### src/logic/sfp_pkg.sv
// constants shared by the protection and identification command block
// assumes a 100 MHz system clock that oversamples the serial link pins
package sfp_pkg;

  // ****************************************
  // opcodes
  // ****************************************
  localparam logic [7:0] OPC_STATUS_WRITE  = 8'h01;
  localparam logic [7:0] OPC_WRITE_LATCH   = 8'h06;
  localparam logic [7:0] OPC_STATUS_ARM    = 8'h50;
  localparam logic [7:0] OPC_JEDEC_ID      = 8'h9F;
  localparam logic [7:0] OPC_ADDR_ID_A     = 8'h90;
  localparam logic [7:0] OPC_ADDR_ID_B     = 8'hAB;

  // ****************************************
  // status byte field positions
  // ****************************************
  localparam int unsigned ST_BP_LO_POS  = 2;
  localparam int unsigned ST_BP_MID_POS = 3;
  localparam int unsigned ST_BP_HI_POS  = 4;
  localparam int unsigned ST_LOCK_POS   = 7;
  localparam logic [2:0]  BP_RESET      = 3'h0;
  localparam logic        LOCK_RESET    = 1'b0;

  // ****************************************
  // frame counts
  // ****************************************
  localparam logic [4:0] CMD_LAST_BIT   = 5'h07;
  localparam logic [4:0] ADDR_LAST_BIT  = 5'h17;
  localparam logic [2:0] TX_LAST_BIT    = 3'h7;
  localparam logic [1:0] JEDEC_LAST_IDX = 2'h2;
  localparam logic [1:0] JEDEC_DONE_IDX = 2'h3;

  // ****************************************
  // timing
  // ****************************************
  localparam int unsigned CLK_PERIOD_NS     = 10;
  localparam int unsigned STATUS_CYCLE_NS   = 1000;
  localparam int unsigned STATUS_CYCLE_CLKS = (STATUS_CYCLE_NS + CLK_PERIOD_NS - 1) / CLK_PERIOD_NS;

  // ****************************************
  // frame decoder states
  // ****************************************
  typedef enum logic [2:0] {
    SFP_IDLE      = 3'b000,
    SFP_CMD       = 3'b001,
    SFP_ADDR      = 3'b010,
    SFP_JEDEC_OUT = 3'b011,
    SFP_ALT_OUT   = 3'b100,
    SFP_ST_DATA   = 3'b101,
    SFP_ST_HOLD   = 3'b110,
    SFP_IGNORE    = 3'b111
  } sfp_state_t;

endpackage

### src/logic/sfp_sync.sv
// two flip-flop synchroniser for a group of independent pin levels
// assumes each bit is a slow level or a link clock well below clk_in
`timescale 1ns/1ps
module sfp_sync #(
  parameter int unsigned WIDTH = 4,
  parameter logic [WIDTH-1:0] INIT = '0
) (
  input  wire logic             clk_in,
  input  wire logic             nrst_in,
  input  wire logic             ce_in,
  input  wire logic [WIDTH-1:0] async_in,
  output logic      [WIDTH-1:0] sync_out
);

  logic [WIDTH-1:0] stage1_reg;

  initial begin
    if (WIDTH < 1) $error("sfp_sync width must be at least one");
  end

  // stage1 is read only by the second stage
  always_ff @(posedge clk_in or negedge nrst_in) begin
    if (!nrst_in) begin
      stage1_reg <= INIT;
      sync_out   <= INIT;
    end else if (ce_in) begin
      stage1_reg <= async_in;
      sync_out   <= stage1_reg;
    end
  end

endmodule

### src/logic/sfp_core.sv
// protection-field write and identification command block of a serial flash
// assumes sck/cs/si/wp arrive from pins and array_busy_in from on-chip logic
//
// Summary of operation
// - status write changes only the three protect-level bits and lock bit
// - new status value commits only on chip select rising after the frame
// - status write discarded when write-protect low and lock already set
// - with write-protect low, lock may go 0 to 1 but never 1 to 0
// - with write-protect high, lock and protect levels are freely writable
// - permission judged from lock and write-protect just before select rises
// - one permitted write may set lock and all three levels together
// - signature read shifts an 8-bit signature out on serial output
// - signature read ignored while erase, program or status cycle runs
// - opcode 9F returns maker byte, then memory type and capacity bytes
// - three-byte id output stops at once when chip select rises
// - address id read accepts opcode 90 or AB then a 24-bit address
// - address 0 returns maker byte, address 1 returns device byte
// - maker and device bytes alternate from the addressed one until select rises
// - status write must directly follow the arm command or arming is lost
// - serial bytes move most significant bit first
`timescale 1ns/1ps
module sfp_core #(
  parameter logic [7:0] MFR_ID   = 8'hA5, // arbitrary value
  parameter logic [7:0] MEM_TYPE = 8'h5A, // arbitrary value
  parameter logic [7:0] MEM_CAP  = 8'h3C, // arbitrary value
  parameter logic [7:0] DEV_ID   = 8'hC3, // arbitrary value
  parameter int unsigned STATUS_CLKS = sfp_pkg::STATUS_CYCLE_CLKS
) (
  input  wire logic       clk_in,
  input  wire logic       nrst_in,
  input  wire logic       ce_in,
  input  wire logic       sck_in,
  input  wire logic       cs_n_in,
  input  wire logic       si_in,
  input  wire logic       wp_n_in,
  input  wire logic       array_busy_in,
  output logic            so_out,
  output logic            so_oe_n_out,
  output logic [2:0]      block_protect_level_out,
  output logic            protect_lock_bit_out,
  output logic            status_cycle_busy_out
);
  import sfp_pkg::*;

  localparam int unsigned BW = (STATUS_CLKS > 1) ? $clog2(STATUS_CLKS + 1) : 1;

  initial begin
    if (STATUS_CLKS < 1) $error("sfp_core status cycle must last at least one clock");
  end

  // ****************************************
  // pin synchronisation and link edges
  // ****************************************
  logic [3:0] pins_sync;
  logic       sck_s;
  logic       cs_n_s;
  logic       si_s;
  logic       wp_n_s;
  logic       sck_prev_reg;
  logic       cs_prev_reg;

  sfp_sync #(.WIDTH(4), .INIT(4'h6)) u_sync (
    .clk_in   (clk_in),
    .nrst_in  (nrst_in),
    .ce_in    (ce_in),
    .async_in ({sck_in, cs_n_in, si_in, wp_n_in}),
    .sync_out (pins_sync)
  );

  assign sck_s  = pins_sync[3];
  assign cs_n_s = pins_sync[2];
  assign si_s   = pins_sync[1];
  assign wp_n_s = pins_sync[0];

  always_ff @(posedge clk_in or negedge nrst_in) begin
    if (!nrst_in) begin
      sck_prev_reg <= 1'b0;
      cs_prev_reg  <= 1'b1;
    end else if (ce_in) begin
      sck_prev_reg <= sck_s;
      cs_prev_reg  <= cs_n_s;
    end
  end

  wire sel      = !cs_n_s;
  wire sck_rise = sel && sck_s && !sck_prev_reg;
  wire sck_fall = sel && !sck_s && sck_prev_reg;
  wire cs_rise  = cs_n_s && !cs_prev_reg;

  // ****************************************
  // frame state
  // ****************************************
  sfp_state_t state_reg;
  sfp_state_t state_next;
  logic [7:0] rx_reg;
  logic [4:0] bit_cnt_reg;
  logic [7:0] tx_reg;
  logic [2:0] tx_cnt_reg;
  logic [1:0] id_idx_reg;
  logic       alt_sel_reg;
  logic       arm_reg;
  logic       arm_frame_reg;
  logic [2:0] bp_reg;
  logic       lock_reg;
  logic [2:0] new_bp_reg;
  logic       new_lock_reg;
  logic [BW-1:0] st_cnt_reg;
  logic       so_reg;
  logic       so_oe_n_reg;
  logic       busy_reg;

  // byte selection for both identification forms
  function automatic logic [7:0] id_byte(input logic jedec, input logic [1:0] idx,
                                         input logic [7:0] mfr, input logic [7:0] typ,
                                         input logic [7:0] cap, input logic [7:0] dev);
    logic [7:0] b;
    b = 8'h00;
    if (jedec) begin
      case (idx)
        2'h0:    b = mfr;
        2'h1:    b = typ;
        2'h2:    b = cap;
        default: b = 8'h00;
      endcase
    end else begin
      b = idx[0] ? dev : mfr;
    end
    return b;
  endfunction

  wire [7:0] rx_full   = {rx_reg[6:0], si_s};
  wire       cmd_done  = sck_rise && (bit_cnt_reg == CMD_LAST_BIT);
  wire       addr_done = sck_rise && (bit_cnt_reg == ADDR_LAST_BIT);
  wire       st_cycle  = (st_cnt_reg != '0);
  wire       busy_now  = array_busy_in || st_cycle;
  wire       is_addr_id = (rx_full == OPC_ADDR_ID_A) || (rx_full == OPC_ADDR_ID_B);
  wire       is_arm     = (rx_full == OPC_STATUS_ARM) || (rx_full == OPC_WRITE_LATCH);
  wire       out_phase  = (state_reg == SFP_JEDEC_OUT) || (state_reg == SFP_ALT_OUT);
  // lock blocks the write only while write-protect is low, judged before cs rises
  wire       st_permit  = wp_n_s || !lock_reg;
  wire       st_commit  = cs_rise && (state_reg == SFP_ST_HOLD) && st_permit;
  wire [7:0] first_alt  = id_byte(1'b0, {1'b0, rx_full[0]}, MFR_ID, MEM_TYPE, MEM_CAP, DEV_ID);
  wire [7:0] next_tx    = id_byte(state_reg == SFP_JEDEC_OUT,
                                  (state_reg == SFP_JEDEC_OUT) ? id_idx_reg + 2'h1
                                                               : {1'b0, !alt_sel_reg},
                                  MFR_ID, MEM_TYPE, MEM_CAP, DEV_ID);

  always_comb begin
    state_next = state_reg;
    case (state_reg)
      SFP_IDLE:      state_next = sel ? SFP_CMD : SFP_IDLE;
      SFP_CMD: begin
        if (cmd_done) begin
          if (rx_full == OPC_JEDEC_ID)                   state_next = SFP_JEDEC_OUT;
          else if (is_addr_id && !busy_now)              state_next = SFP_ADDR;
          else if (rx_full == OPC_STATUS_WRITE && arm_reg) state_next = SFP_ST_DATA;
          else                                           state_next = SFP_IGNORE;
        end
      end
      SFP_ADDR:      state_next = addr_done ? SFP_ALT_OUT : SFP_ADDR;
      SFP_ST_DATA:   state_next = cmd_done ? SFP_ST_HOLD : SFP_ST_DATA;
      SFP_JEDEC_OUT: state_next = SFP_JEDEC_OUT;
      SFP_ALT_OUT:   state_next = SFP_ALT_OUT;
      SFP_ST_HOLD:   state_next = SFP_ST_HOLD;
      SFP_IGNORE:    state_next = SFP_IGNORE;
      default:       state_next = SFP_IDLE;
    endcase
    if (!sel) state_next = SFP_IDLE;
  end

  // ****************************************
  // receive side
  // ****************************************
  always_ff @(posedge clk_in or negedge nrst_in) begin
    if (!nrst_in) begin
      state_reg   <= SFP_IDLE;
      rx_reg      <= 8'h00;
      bit_cnt_reg <= 5'h00;
    end else if (ce_in) begin
      state_reg <= state_next;
      if (!sel || state_next != state_reg) begin
        bit_cnt_reg <= 5'h00;
      end else if (sck_rise) begin
        bit_cnt_reg <= bit_cnt_reg + 5'h01;
      end
      if (sck_rise) rx_reg <= rx_full;
    end
  end

  // ****************************************
  // status fields and write arming
  // ****************************************
  always_ff @(posedge clk_in or negedge nrst_in) begin
    if (!nrst_in) begin
      arm_reg       <= 1'b0;
      arm_frame_reg <= 1'b0;
      new_bp_reg    <= BP_RESET;
      new_lock_reg  <= LOCK_RESET;
      bp_reg        <= BP_RESET;
      lock_reg      <= LOCK_RESET;
      st_cnt_reg    <= '0;
    end else if (ce_in) begin
      if (state_reg == SFP_CMD && cmd_done) arm_frame_reg <= is_arm;
      else if (state_reg != SFP_CMD && sck_rise) arm_frame_reg <= 1'b0;
      // arming lasts exactly one following frame
      if (cs_rise) arm_reg <= arm_frame_reg && state_reg == SFP_IGNORE;
      if (cs_rise) arm_frame_reg <= 1'b0;
      if (state_reg == SFP_ST_DATA && cmd_done) begin
        new_bp_reg   <= {rx_full[ST_BP_HI_POS], rx_full[ST_BP_MID_POS], rx_full[ST_BP_LO_POS]};
        new_lock_reg <= rx_full[ST_LOCK_POS];
      end
      // only the protect levels and the lock are touched
      if (st_commit) begin
        bp_reg     <= new_bp_reg;
        lock_reg   <= new_lock_reg || (lock_reg && !wp_n_s);
        st_cnt_reg <= BW'(STATUS_CLKS);
      end else if (st_cycle) begin
        st_cnt_reg <= st_cnt_reg - BW'(1);
      end
    end
  end

  // ****************************************
  // transmit side
  // ****************************************
  always_ff @(posedge clk_in or negedge nrst_in) begin
    if (!nrst_in) begin
      tx_reg      <= 8'h00;
      tx_cnt_reg  <= 3'h0;
      id_idx_reg  <= 2'h0;
      alt_sel_reg <= 1'b0;
    end else if (ce_in) begin
      if (state_reg == SFP_CMD && state_next == SFP_JEDEC_OUT) begin
        tx_reg     <= MFR_ID;
        tx_cnt_reg <= 3'h0;
        id_idx_reg <= 2'h0;
      end else if (state_reg == SFP_ADDR && state_next == SFP_ALT_OUT) begin
        tx_reg      <= first_alt;
        tx_cnt_reg  <= 3'h0;
        alt_sel_reg <= rx_full[0];
      end else if (out_phase && sck_fall) begin
        tx_cnt_reg <= tx_cnt_reg + 3'h1;
        if (tx_cnt_reg == TX_LAST_BIT) begin
          // past the third id byte the output simply reads zero
          if (state_reg == SFP_JEDEC_OUT) begin
            tx_reg     <= (id_idx_reg >= JEDEC_LAST_IDX) ? 8'h00 : next_tx;
            id_idx_reg <= (id_idx_reg == JEDEC_DONE_IDX) ? id_idx_reg : id_idx_reg + 2'h1;
          end else begin
            tx_reg      <= next_tx;
            alt_sel_reg <= !alt_sel_reg;
          end
        end else begin
          tx_reg <= {tx_reg[6:0], 1'b0};
        end
      end
    end
  end

  // ****************************************
  // registered outputs
  // ****************************************
  always_ff @(posedge clk_in or negedge nrst_in) begin
    if (!nrst_in) begin
      so_reg      <= 1'b0;
      so_oe_n_reg <= 1'b1;
      busy_reg    <= 1'b0;
    end else if (ce_in) begin
      if (out_phase && sck_fall) so_reg <= tx_reg[7];
      so_oe_n_reg <= !(out_phase && sel);
      busy_reg    <= busy_now;
    end
  end

  assign so_out                  = so_reg;
  assign so_oe_n_out             = so_oe_n_reg;
  assign block_protect_level_out = bp_reg;
  assign protect_lock_bit_out    = lock_reg;
  assign status_cycle_busy_out   = busy_reg;

endmodule

### config.mk
export PLATFORM = sky130hd
export DESIGN_NAME = sfp_core
export DESIGN_NICKNAME = d
export VERILOG_FILES = /design/src/logic/sfp_pkg.sv /design/src/logic/sfp_sync.sv /design/src/logic/sfp_core.sv
export SDC_FILE = /design/constraint.sdc
export NUM_CORES = 1
export LEC_CHECK = 0
export BUFFER_PORTS_ARGS = -buffer_cell sky130_fd_sc_hd__buf_2
export CORE_UTILIZATION = 45
export CTS_BUF_LIST = sky130_fd_sc_hd__clkbuf_4 sky130_fd_sc_hd__clkbuf_8
export CTS_CLUSTER_SIZE = 30
export DETAILED_ROUTE_END_ITERATION = 16
export PLACE_DENSITY_LB_ADDON = 0.08
export SLEW_MARGIN = 40
export SYNTH_ARGS = -nofsm -noshare
export SYNTH_HDL_FRONTEND = slang
export SYNTH_SLANG_ARGS = --single-unit
### constraint.sdc
create_clock -name clk_in -period 1.85 [get_ports clk_in]
set_input_delay 0.2775 -clock clk_in [delete_from_list [all_inputs] [get_ports clk_in]]
set_output_delay 0.2775 -clock clk_in [all_outputs]
set_load 0.005 [all_outputs]
==> impl_metrics.json, run 1 <==
{
  "failed_checks": "setup timing",
  "overflow": 0,
  "grt_usage": 0.226,
  "hold_depth": 2,
  "htreeDepth": 3,
  "tightest_slew_ps": 355,
  "drv_slew": 0,
  "status": "complete, but fails checks",
  "async_flop_share": 1.00,
  "gp_congestion": 0.853,
  "drv_cap": 0,
  "yosys.area.top_type_share": 0.414,
  "ys_warn_count": 0,
  "setup_viol_count_final": 19,
  "setup-tns-final_ps": -2040,
  "crit_path_end_kind": "register",
  "startpoint_type": "register",
  "ys_seq_elements": 59,
  "rrSetupSlack_ps": -160,
  "critPathMaxFanout": 5,
  "syn_inst": 313,
  "antenna_found_initial": 0,
  "synth_edf_count": 0,
  "p_leak_nw": 1.96,
  "syn-cell-area_mm2": 0.00321,
  "syn_to_final_growth_pct": 38.6,
  "clk-insertion-delay-late_ps": 340,
  "syn_nets": 330,
  "grt_pass1_wl_mm": 12.9,
  "regArea_mm2": 0.00148,
  "hold_viol_final": 0,
  "avgSynthCellArea_um2": 10.2,
  "routed_wl_mm": 7.70,
  "min_period_ps": 2010,
  "min_path_type": "input pin to register",
  "dr.pass1.iters": 4,
  "slew_headroom": 0.762,
  "ys_types": 60,
  "port_buffers": 14,
  "wl_per_cell_um": 15.2,
  "vias": 2675,
  "ios": 15,
  "nFillCells": 588,
  "synth_most_common_cell": "dfrtp_1",
  "diodes": 0,
  "worstReg2RegEnd": "tx_reg[6]",
  "synthTopCellsByArea": "dfrtp_1, mux2_2, dfstp_2, nand2_1, ha_1",
  "min_period_over_period": 1.09,
  "hold_path_end": "u_sync.stage1_reg[3]",
  "rsz0062_at_grt": "true",
  "largest_register_ffs": 8,
  "initial_utilization": 0.469,
  "vdd_ir_drop_max_mv": 0.647,
  "drt-initial-drc-count": 130,
  "drive_gt1_frac": 0.470,
  "synth-seq-area-share": 0.463,
  "cp.arrival_ps": 2240,
  "via_per_inst": 5.28,
  "r2r.worst_path.cells": 6,
  "r2r-start": "sck_prev_reg",
  "layout.nets": 423,
  "ctsLongestPathBuffers": 2,
  "worst_slack_ps": -163,
  "crit_required_ps": 2070,
  "dp_slack_ps": -330,
  "dp.cells": 480,
  "cts.sinks": 59,
  "multi_input_area_mm2": 0.00185,
  "coreArea_mm2": 0.00683,
  "synth_common_cells": "dfrtp_1, nand2_1, mux2_2, nor2_1, inv_1",
  "cts_buffers": 9,
  "clkTransAtPathRegs_ps": 70,
  "skew_ps": 6.68,
  "cts_tree": "built",
  "grt_max_degree": 60,
  "stdcell_count": 507,
  "hpwlAfterDp_mm": 5.28,
  "drc": 0,
  "hp-start": "sck_in",
  "yosys.area.top_type": "dfrtp_1",
  "synth_ff_type": "dfrtp_1",
  "grt_pass1_vias": 2723,
  "dieArea_mm2": 0.00746,
  "max_freq_mhz": 497,
  "rows": 30,
  "path_class": "register to register",
  "die_w_um": 86.4,
  "cts_root_buffer": "clkbuf_8",
  "die_h_um": 86.4,
  "ant_nets": 0,
  "power_density_mw_per_mm2": 913
}
critical path, stage by stage, from the launching register on:
cell      delay (ps)
dfrtp_1          420
or3b_4           390
or4_4            550
nor2_4           130
a2bb2o_4         240
o31ai_2           60
a211oi_1         110
cells by family (layout without fill, tap and decap cells):
| kind of cell | count (synthesis) | count (layout) | share of synthesized area |
|---|---|---|---|
| mux | 27 | 27 | 0.0941 |
| simple gates | 118 | 118 | 0.204 |
| fa+ha+maj | 9 | 9 | 0.0351 |
| xor+xnor | 5 | 5 | 0.0137 |
| compound gates | 66 | 66 | 0.154 |
| flops | 59 | 59 | 0.463 |
| buf+inv | 29 | 127 | 0.0363 |
worst max-delay path by stage:
stage                    from        endpoint  depth (start not counted)
2_1_floorplan    state_reg[2]   id_idx_reg[0]                          7
3_5_place_dp    st_cnt_reg[0]  bit_cnt_reg[3]                          8
3_3_place_gp    st_cnt_reg[0]  bit_cnt_reg[3]                          8
5_1_grt        bit_cnt_reg[1]   tx_cnt_reg[1]                          7
6_report         sck_prev_reg       tx_reg[6]                          6
4_1_cts          sck_prev_reg       tx_reg[6]                          6
placed cells by master (no fill, tap or decap), types with 3 or more instances in the layout:
master       n
o31ai_1      3
nor3_1       8
buf_4       75
nand2b_1     5
nor2_4       3
dfrtp_1     53
nand2_2      3
inv_1       14
dfstp_2      6
buf_2       14
clkinvlp_4   4
nand4_1      4
nand3b_1     4
a21oi_1      8
a22o_1       3
o21ai_1      3
xnor2_1      3
a211oi_1     3
nand4b_1     7
nor2_1      17
nand2_1     31
clkbuf_8    10
ha_1         8
o21ai_0      9
a31oi_1      3
buf_6        6
mux2_2      25
o31ai_2      5
nand3_1      5
area by class of cell:
type / count / share of cell area
multi-input cells: 225 / 0.417
flip-flops and latches: 59 / 0.334
repair buffers: 97 / 0.165
clock buffers: 10 / 0.0310
well taps: 96 / 0.0270
clock inverters: 6 / 0.0146
inverters: 14 / 0.0118
metal layers:
layer / share of wire / vias to the layer above / GRT usage / wire length (µm)
met1: 0.48 / 1292 / 0.296 / 3690
met3: 0.033 / 14 / 0.0676 / 255
li1: - / 1328 / - / -
met2: 0.47 / 41 / 0.358 / 3590
met4: 0.022 / 0 / 0.0758 / 166
met5: 0 / - / 0 / 0
power breakdown:
part	internal (W)	leakage, nW	switching (W)
Combinational	0.000650	1.12	0.000551
Sequential	0.00149	0.748	0.000163
Clock	0.000655	0.0905	0.000541
Total	0.00280	1.96	0.00126
stage by stage:
stage / util / instance area (µm²) / total power (W) / hold WS [ps]
2_1_floorplan: - / 3240 / 0.00220 / -18.1
3_5_place_dp: 0.571 / 3900 / 0.00275 / 310
3_3_place_gp: 0.571 / 3900 / 0.00273 / 310
4_1_cts: 0.626 / 4280 / 0.00404 / 145
5_1_grt: 0.650 / 4440 / 0.00430 / 151
6_report: 0.650 / 4440 / 0.00405 / 162
timing repair:
| item | CTS | global route |
|---|---|---|
| setup endpoints to repair | 28 | 32 |
| pin swaps | 18 | 21 |
| setup buffers | 5 | 5 |
| endpoints found under the hold margin | 53 | 0 |
| hold buffers | 1 | 0 |
| gates resized for setup | 30 | 25 |
(Power assumes the default switching activity.)
==> run 2: changes to the inputs <==
- PLACE_DENSITY: not set -> 0.69
- PLACE_DENSITY_LB_ADDON: 0.08 -> not set
- SKIP_CTS_REPAIR_TIMING: not set -> 1
==> impl_metrics.json, run 2 (synthesis results as in run 1) <==
{
  "status": "complete, but fails checks",
  "failed_checks": "setup timing",
  "path_class": "register to register",
  "setup_viol_count_final": 20,
  "via_per_inst": 5.46,
  "slew_headroom": 0.731,
  "hp-start": "cs_n_in",
  "hold_viol_final": 0,
  "clkTransAtPathRegs_ps": 70,
  "crit_path_end_kind": "register",
  "overflow": 0,
  "cp.arrival_ps": 2230,
  "diodes": 0,
  "die_h_um": 86.4,
  "tightest_slew_ps": 403,
  "worstReg2RegEnd": "tx_cnt_reg[2]",
  "r2r.worst_path.cells": 7,
  "hold_depth": 2,
  "seq_power_share": 0.417,
  "drt-initial-drc-count": 123,
  "stdcell_count": 503,
  "max_freq_mhz": 503,
  "critPathMaxFanout": 6,
  "routed_wl_mm": 7.92,
  "worst_slack_ps": -140,
  "vdd_ir_drop_max_mv": 0.663,
  "grt_usage": 0.209,
  "cts.sinks": 59,
  "cts_root_buffer": "clkbuf_8",
  "rrSetupSlack_ps": -140,
  "ant_nets": 0,
  "initial_utilization": 0.469,
  "layout.nets": 419,
  "drv_cap": 0,
  "p_clk_frac": 0.276,
  "min_path_type": "input pin to register",
  "largest_register_ffs": 8,
  "rsz0062_at_grt": "true",
  "grt_pass1_vias": 2625,
  "final_common_cell": "buf_4",
  "skew_ps": 14.8,
  "holdWs_ps": 169,
  "port_buffers": 14,
  "syn_to_final_growth_pct": 37.7,
  "cts_tree": "built",
  "htreeDepth": 3,
  "ios": 15,
  "min_period_ps": 1990,
  "die_w_um": 86.4,
  "crit_required_ps": 2090,
  "drive_gt1_frac": 0.467,
  "ctsLongestPathBuffers": 2,
  "gp_congestion": 0.867,
  "dr.pass1.iters": 4,
  "mostFrequentLayoutCells": "buf_4, dfrtp_1, nand2_1",
  "sw_frac_of_total": 0.309,
  "rows": 30,
  "hpwlAfterDp_mm": 5.17,
  "coreArea_mm2": 0.00683,
  "combPwrFrac": 0.306,
  "vias": 2745,
  "nFillCells": 580,
  "dieArea_mm2": 0.00746,
  "antenna_found_initial": 0,
  "drc": 0,
  "startpoint_type": "register",
  "power_density_mw_per_mm2": 908,
  "cts_buffers": 9,
  "power_w": 0.00401,
  "r2r-start": "bit_cnt_reg[0]",
  "p_int_w": 0.00277,
  "drv_slew": 0,
  "p_leak_nw": 1.98,
  "grt_pass1_wl_mm": 12.0,
  "grt_max_degree": 60,
  "clk-insertion-delay-late_ps": 350,
  "wl_per_cell_um": 15.7,
  "p_switching_w": 0.00124,
  "dp.cells": 481,
  "hold_path_end": "u_sync.stage1_reg[2]",
  "min_period_over_period": 1.08
}
==> run 2: changes by cell type in the layout (fill, tap and decap cells not counted), moves of 3 or more <==
| cell | previous run | this run |
|---|---|---|
| clkbuf_4 | 0 | 3 |
| clkinvlp_4 | 4 | 1 |
| mux2_4 | 0 | 3 |
| buf_4 | 75 | 71 |
| mux2_2 | 25 | 22 |
==> run 2: stage by stage <==
| step | area, µm² | setup WS (ps) | util | setup TNS (ps) |
|---|---|---|---|---|
| 2_1_floorplan | 3240 | -159 | - | -1020 |
| 3_3_place_gp | 3910 | -194 | 0.572 | -1960 |
| 3_5_place_dp | 3910 | -254 | 0.572 | -2990 |
| 4_1_cts | 4100 | -261 | 0.600 | -3120 |
| 5_1_grt | 4410 | -251 | 0.646 | -3830 |
| 6_report | 4410 | -140 | 0.646 | -1710 |
==> run 2: critical path: stages (launching register included) <==
cell	delay (ps)
dfrtp_1	390
ha_4	170
and4bb_2	300
a31oi_2	120
o32ai_4	330
and3_4	320
nor2_4	60
a22o_1	180
==> run 2: cell type report <==
class	instances	area (µm²)	area share
inverter	14	52.6	0.0119
tap	96	120	0.0272
sequential	59	1480	0.336
clock buffer	14	174	0.0394
timing repair buffer	93	701	0.159
multi-input combinational	225	1870	0.424
clock inverter	2	12.5	0.00283
==> run 2: power by group through the flow <==
| stage | logic (W) | registers, W | clock network (W) |
|---|---|---|---|
| detailed placement | 0.00112 | 0.00166 | 0 |
| finish | 0.00123 | 0.00167 | 0.00111 |
| global route | 0.00135 | 0.00169 | 0.00120 |
| global placement | 0.00109 | 0.00165 | 0 |
| CTS | 0.00113 | 0.00164 | 0.00113 |
| floorplan | 0.000536 | 0.00167 | 0 |
==> run 2: layer usage <==
metal,GRT usage,share of wire
met1,0.261,0.44
met4,0.0955,0.022
met3,0.0486,0.027
met2,0.346,0.51
met5,0,0
==> run 2: how the worst max path moves through the flow <==
stage	start	end	slack, ps
floorplan	state_reg[2]	id_idx_reg[0]	-160
global placement	bit_cnt_reg[1]	bit_cnt_reg[2]	-190
detailed placement	u_sync.sync_out[1]	bit_cnt_reg[0]	-250
CTS	bit_cnt_reg[1]	bit_cnt_reg[0]	-260
global route	bit_cnt_reg[0]	tx_cnt_reg[1]	-250
finish	bit_cnt_reg[0]	tx_cnt_reg[2]	-140
==> run 3: changes to the inputs <==
- CORE_UTILIZATION: 45 -> 30
- PLACE_DENSITY: 0.69 -> 0.51
==> impl_metrics.json, run 3 (synthesis results as in run 1) <==
{
  "status": "complete, but fails checks",
  "failed_checks": "setup timing",
  "rsz0062_at_grt": "true",
  "mostFrequentLayoutCells": "buf_4, dfrtp_1, nand2_1",
  "grt_pass1_wl_mm": 12.9,
  "cts.sinks": 59,
  "startpoint_type": "register",
  "drc": 0,
  "via_per_inst": 4.85,
  "die_h_um": 105,
  "drv_cap": 0,
  "slew_headroom": 0.700,
  "hold_viol_final": 0,
  "min_period_over_period": 1.08,
  "p_leak_nw": 2.02,
  "initial_utilization": 0.311,
  "drt-initial-drc-count": 126,
  "port_buffers": 14,
  "cts_tree": "built",
  "drv_slew": 0,
  "ant_nets": 0,
  "cp.arrival_ps": 2220,
  "final_common_cell": "buf_4",
  "grt_pass1_vias": 2695,
  "cts_buffers": 9,
  "setup-tns-final_ps": -1740,
  "gp_congestion": 0.819,
  "crit_required_ps": 2070,
  "vias": 2665,
  "setup_viol_count_final": 20,
  "dieArea_mm2": 0.0111,
  "min_period_ps": 2000,
  "routed_wl_mm": 7.76,
  "dr.pass1.iters": 6,
  "overflow": 0,
  "critPathMaxFanout": 5,
  "nFillCells": 979,
  "grt_usage": 0.149,
  "antenna_found_initial": 0,
  "max_freq_mhz": 499,
  "wl_per_cell_um": 14.1,
  "hpwlAfterDp_mm": 5.40,
  "vdd_ir_drop_max_mv": 0.497,
  "drive_gt1_frac": 0.477,
  "min_path_type": "input pin to register",
  "tightest_slew_ps": 450,
  "die_w_um": 105,
  "ctsLongestPathBuffers": 2,
  "clk-insertion-delay-late_ps": 340,
  "layout.nets": 425,
  "power_density_mw_per_mm2": 886,
  "largest_register_ffs": 8,
  "crit_path_end_kind": "register",
  "skew_ps": 7.46,
  "clkTransAtPathRegs_ps": 70,
  "grt_max_degree": 43,
  "fin_util": 0.442,
  "coreArea_mm2": 0.0103,
  "path_class": "register to register",
  "ios": 15,
  "cts_root_buffer": "clkbuf_8",
  "syn_to_final_growth_pct": 42.4,
  "diodes": 0,
  "worst_slack_ps": -153,
  "htreeDepth": 3,
  "rows": 37
}
-- run 3: final cells by class --
type	count	area [µm²]	area share
timing repair buffer	99	753	0.165
tap	136	170	0.0373
clock buffer	14	174	0.0381
multi-input combinational	225	1920	0.420
clock inverter	2	12.5	0.00274
inverter	14	52.6	0.0115
sequential	59	1480	0.325
-- run 3: metrics by stage --
step / area, µm² / total power, W / instances / hold slack, ps / setup slack, ps
3_5_place_dp: 3950 / 0.00277 / 519 / 250 / -330
4_1_cts: 4130 / 0.00391 / 535 / -124 / -331
3_3_place_gp: 3950 / 0.00276 / 519 / 249 / -213
5_1_grt: 4570 / 0.00431 / 549 / 154 / -223
6_report: 4570 / 0.00404 / 549 / 169 / -153
2_1_floorplan: 3240 / 0.00220 / 313 / -18.1 / -159
-- run 3: path summary, 6_finish.rpt --
path | from | endpoint | slack [ps] | cells past startpoint
max | sck_prev_reg | tx_reg[6] | -150 | 6
min | sck_in | u_sync.stage1_reg[3] | 170 | 2
min reg2reg | so_out | so_out | 480 | 2
min in group asynchronous | nrst_in | bit_cnt_reg[2] | 430 | 2
max in group asynchronous | nrst_in | u_sync.stage1_reg[1] | 770 | 3
max reg2reg | sck_prev_reg | tx_reg[6] | -150 | 6
-- run 3: power by group --
part | internal (W) | leakage, nW | switching (W)
Sequential | 0.00150 | 0.748 | 0.000172
Combinational | 0.000718 | 1.17 | 0.000551
Clock | 0.000603 | 0.0969 | 0.000505
Total | 0.00282 | 2.02 | 0.00123
-- run 3: layer usage --
| metal | track usage | up-vias | wire length (µm) |
|---|---|---|---|
| met5 | 0 | - | 0 |
| met4 | 0.0604 | 0 | 107 |
| met3 | 0.0377 | 8 | 219 |
| met2 | 0.238 | 31 | 3800 |
| met1 | 0.192 | 1297 | 3630 |
| li1 | - | 1329 | - |
-- run 3: worst max-delay path: stages (launching register included) --
cell      delay, ps
dfrtp_1         380
or3b_4          400
or4_4           560
nor2_4          140
a2bb2o_4        240
o31ai_4          60
a211oi_2        100
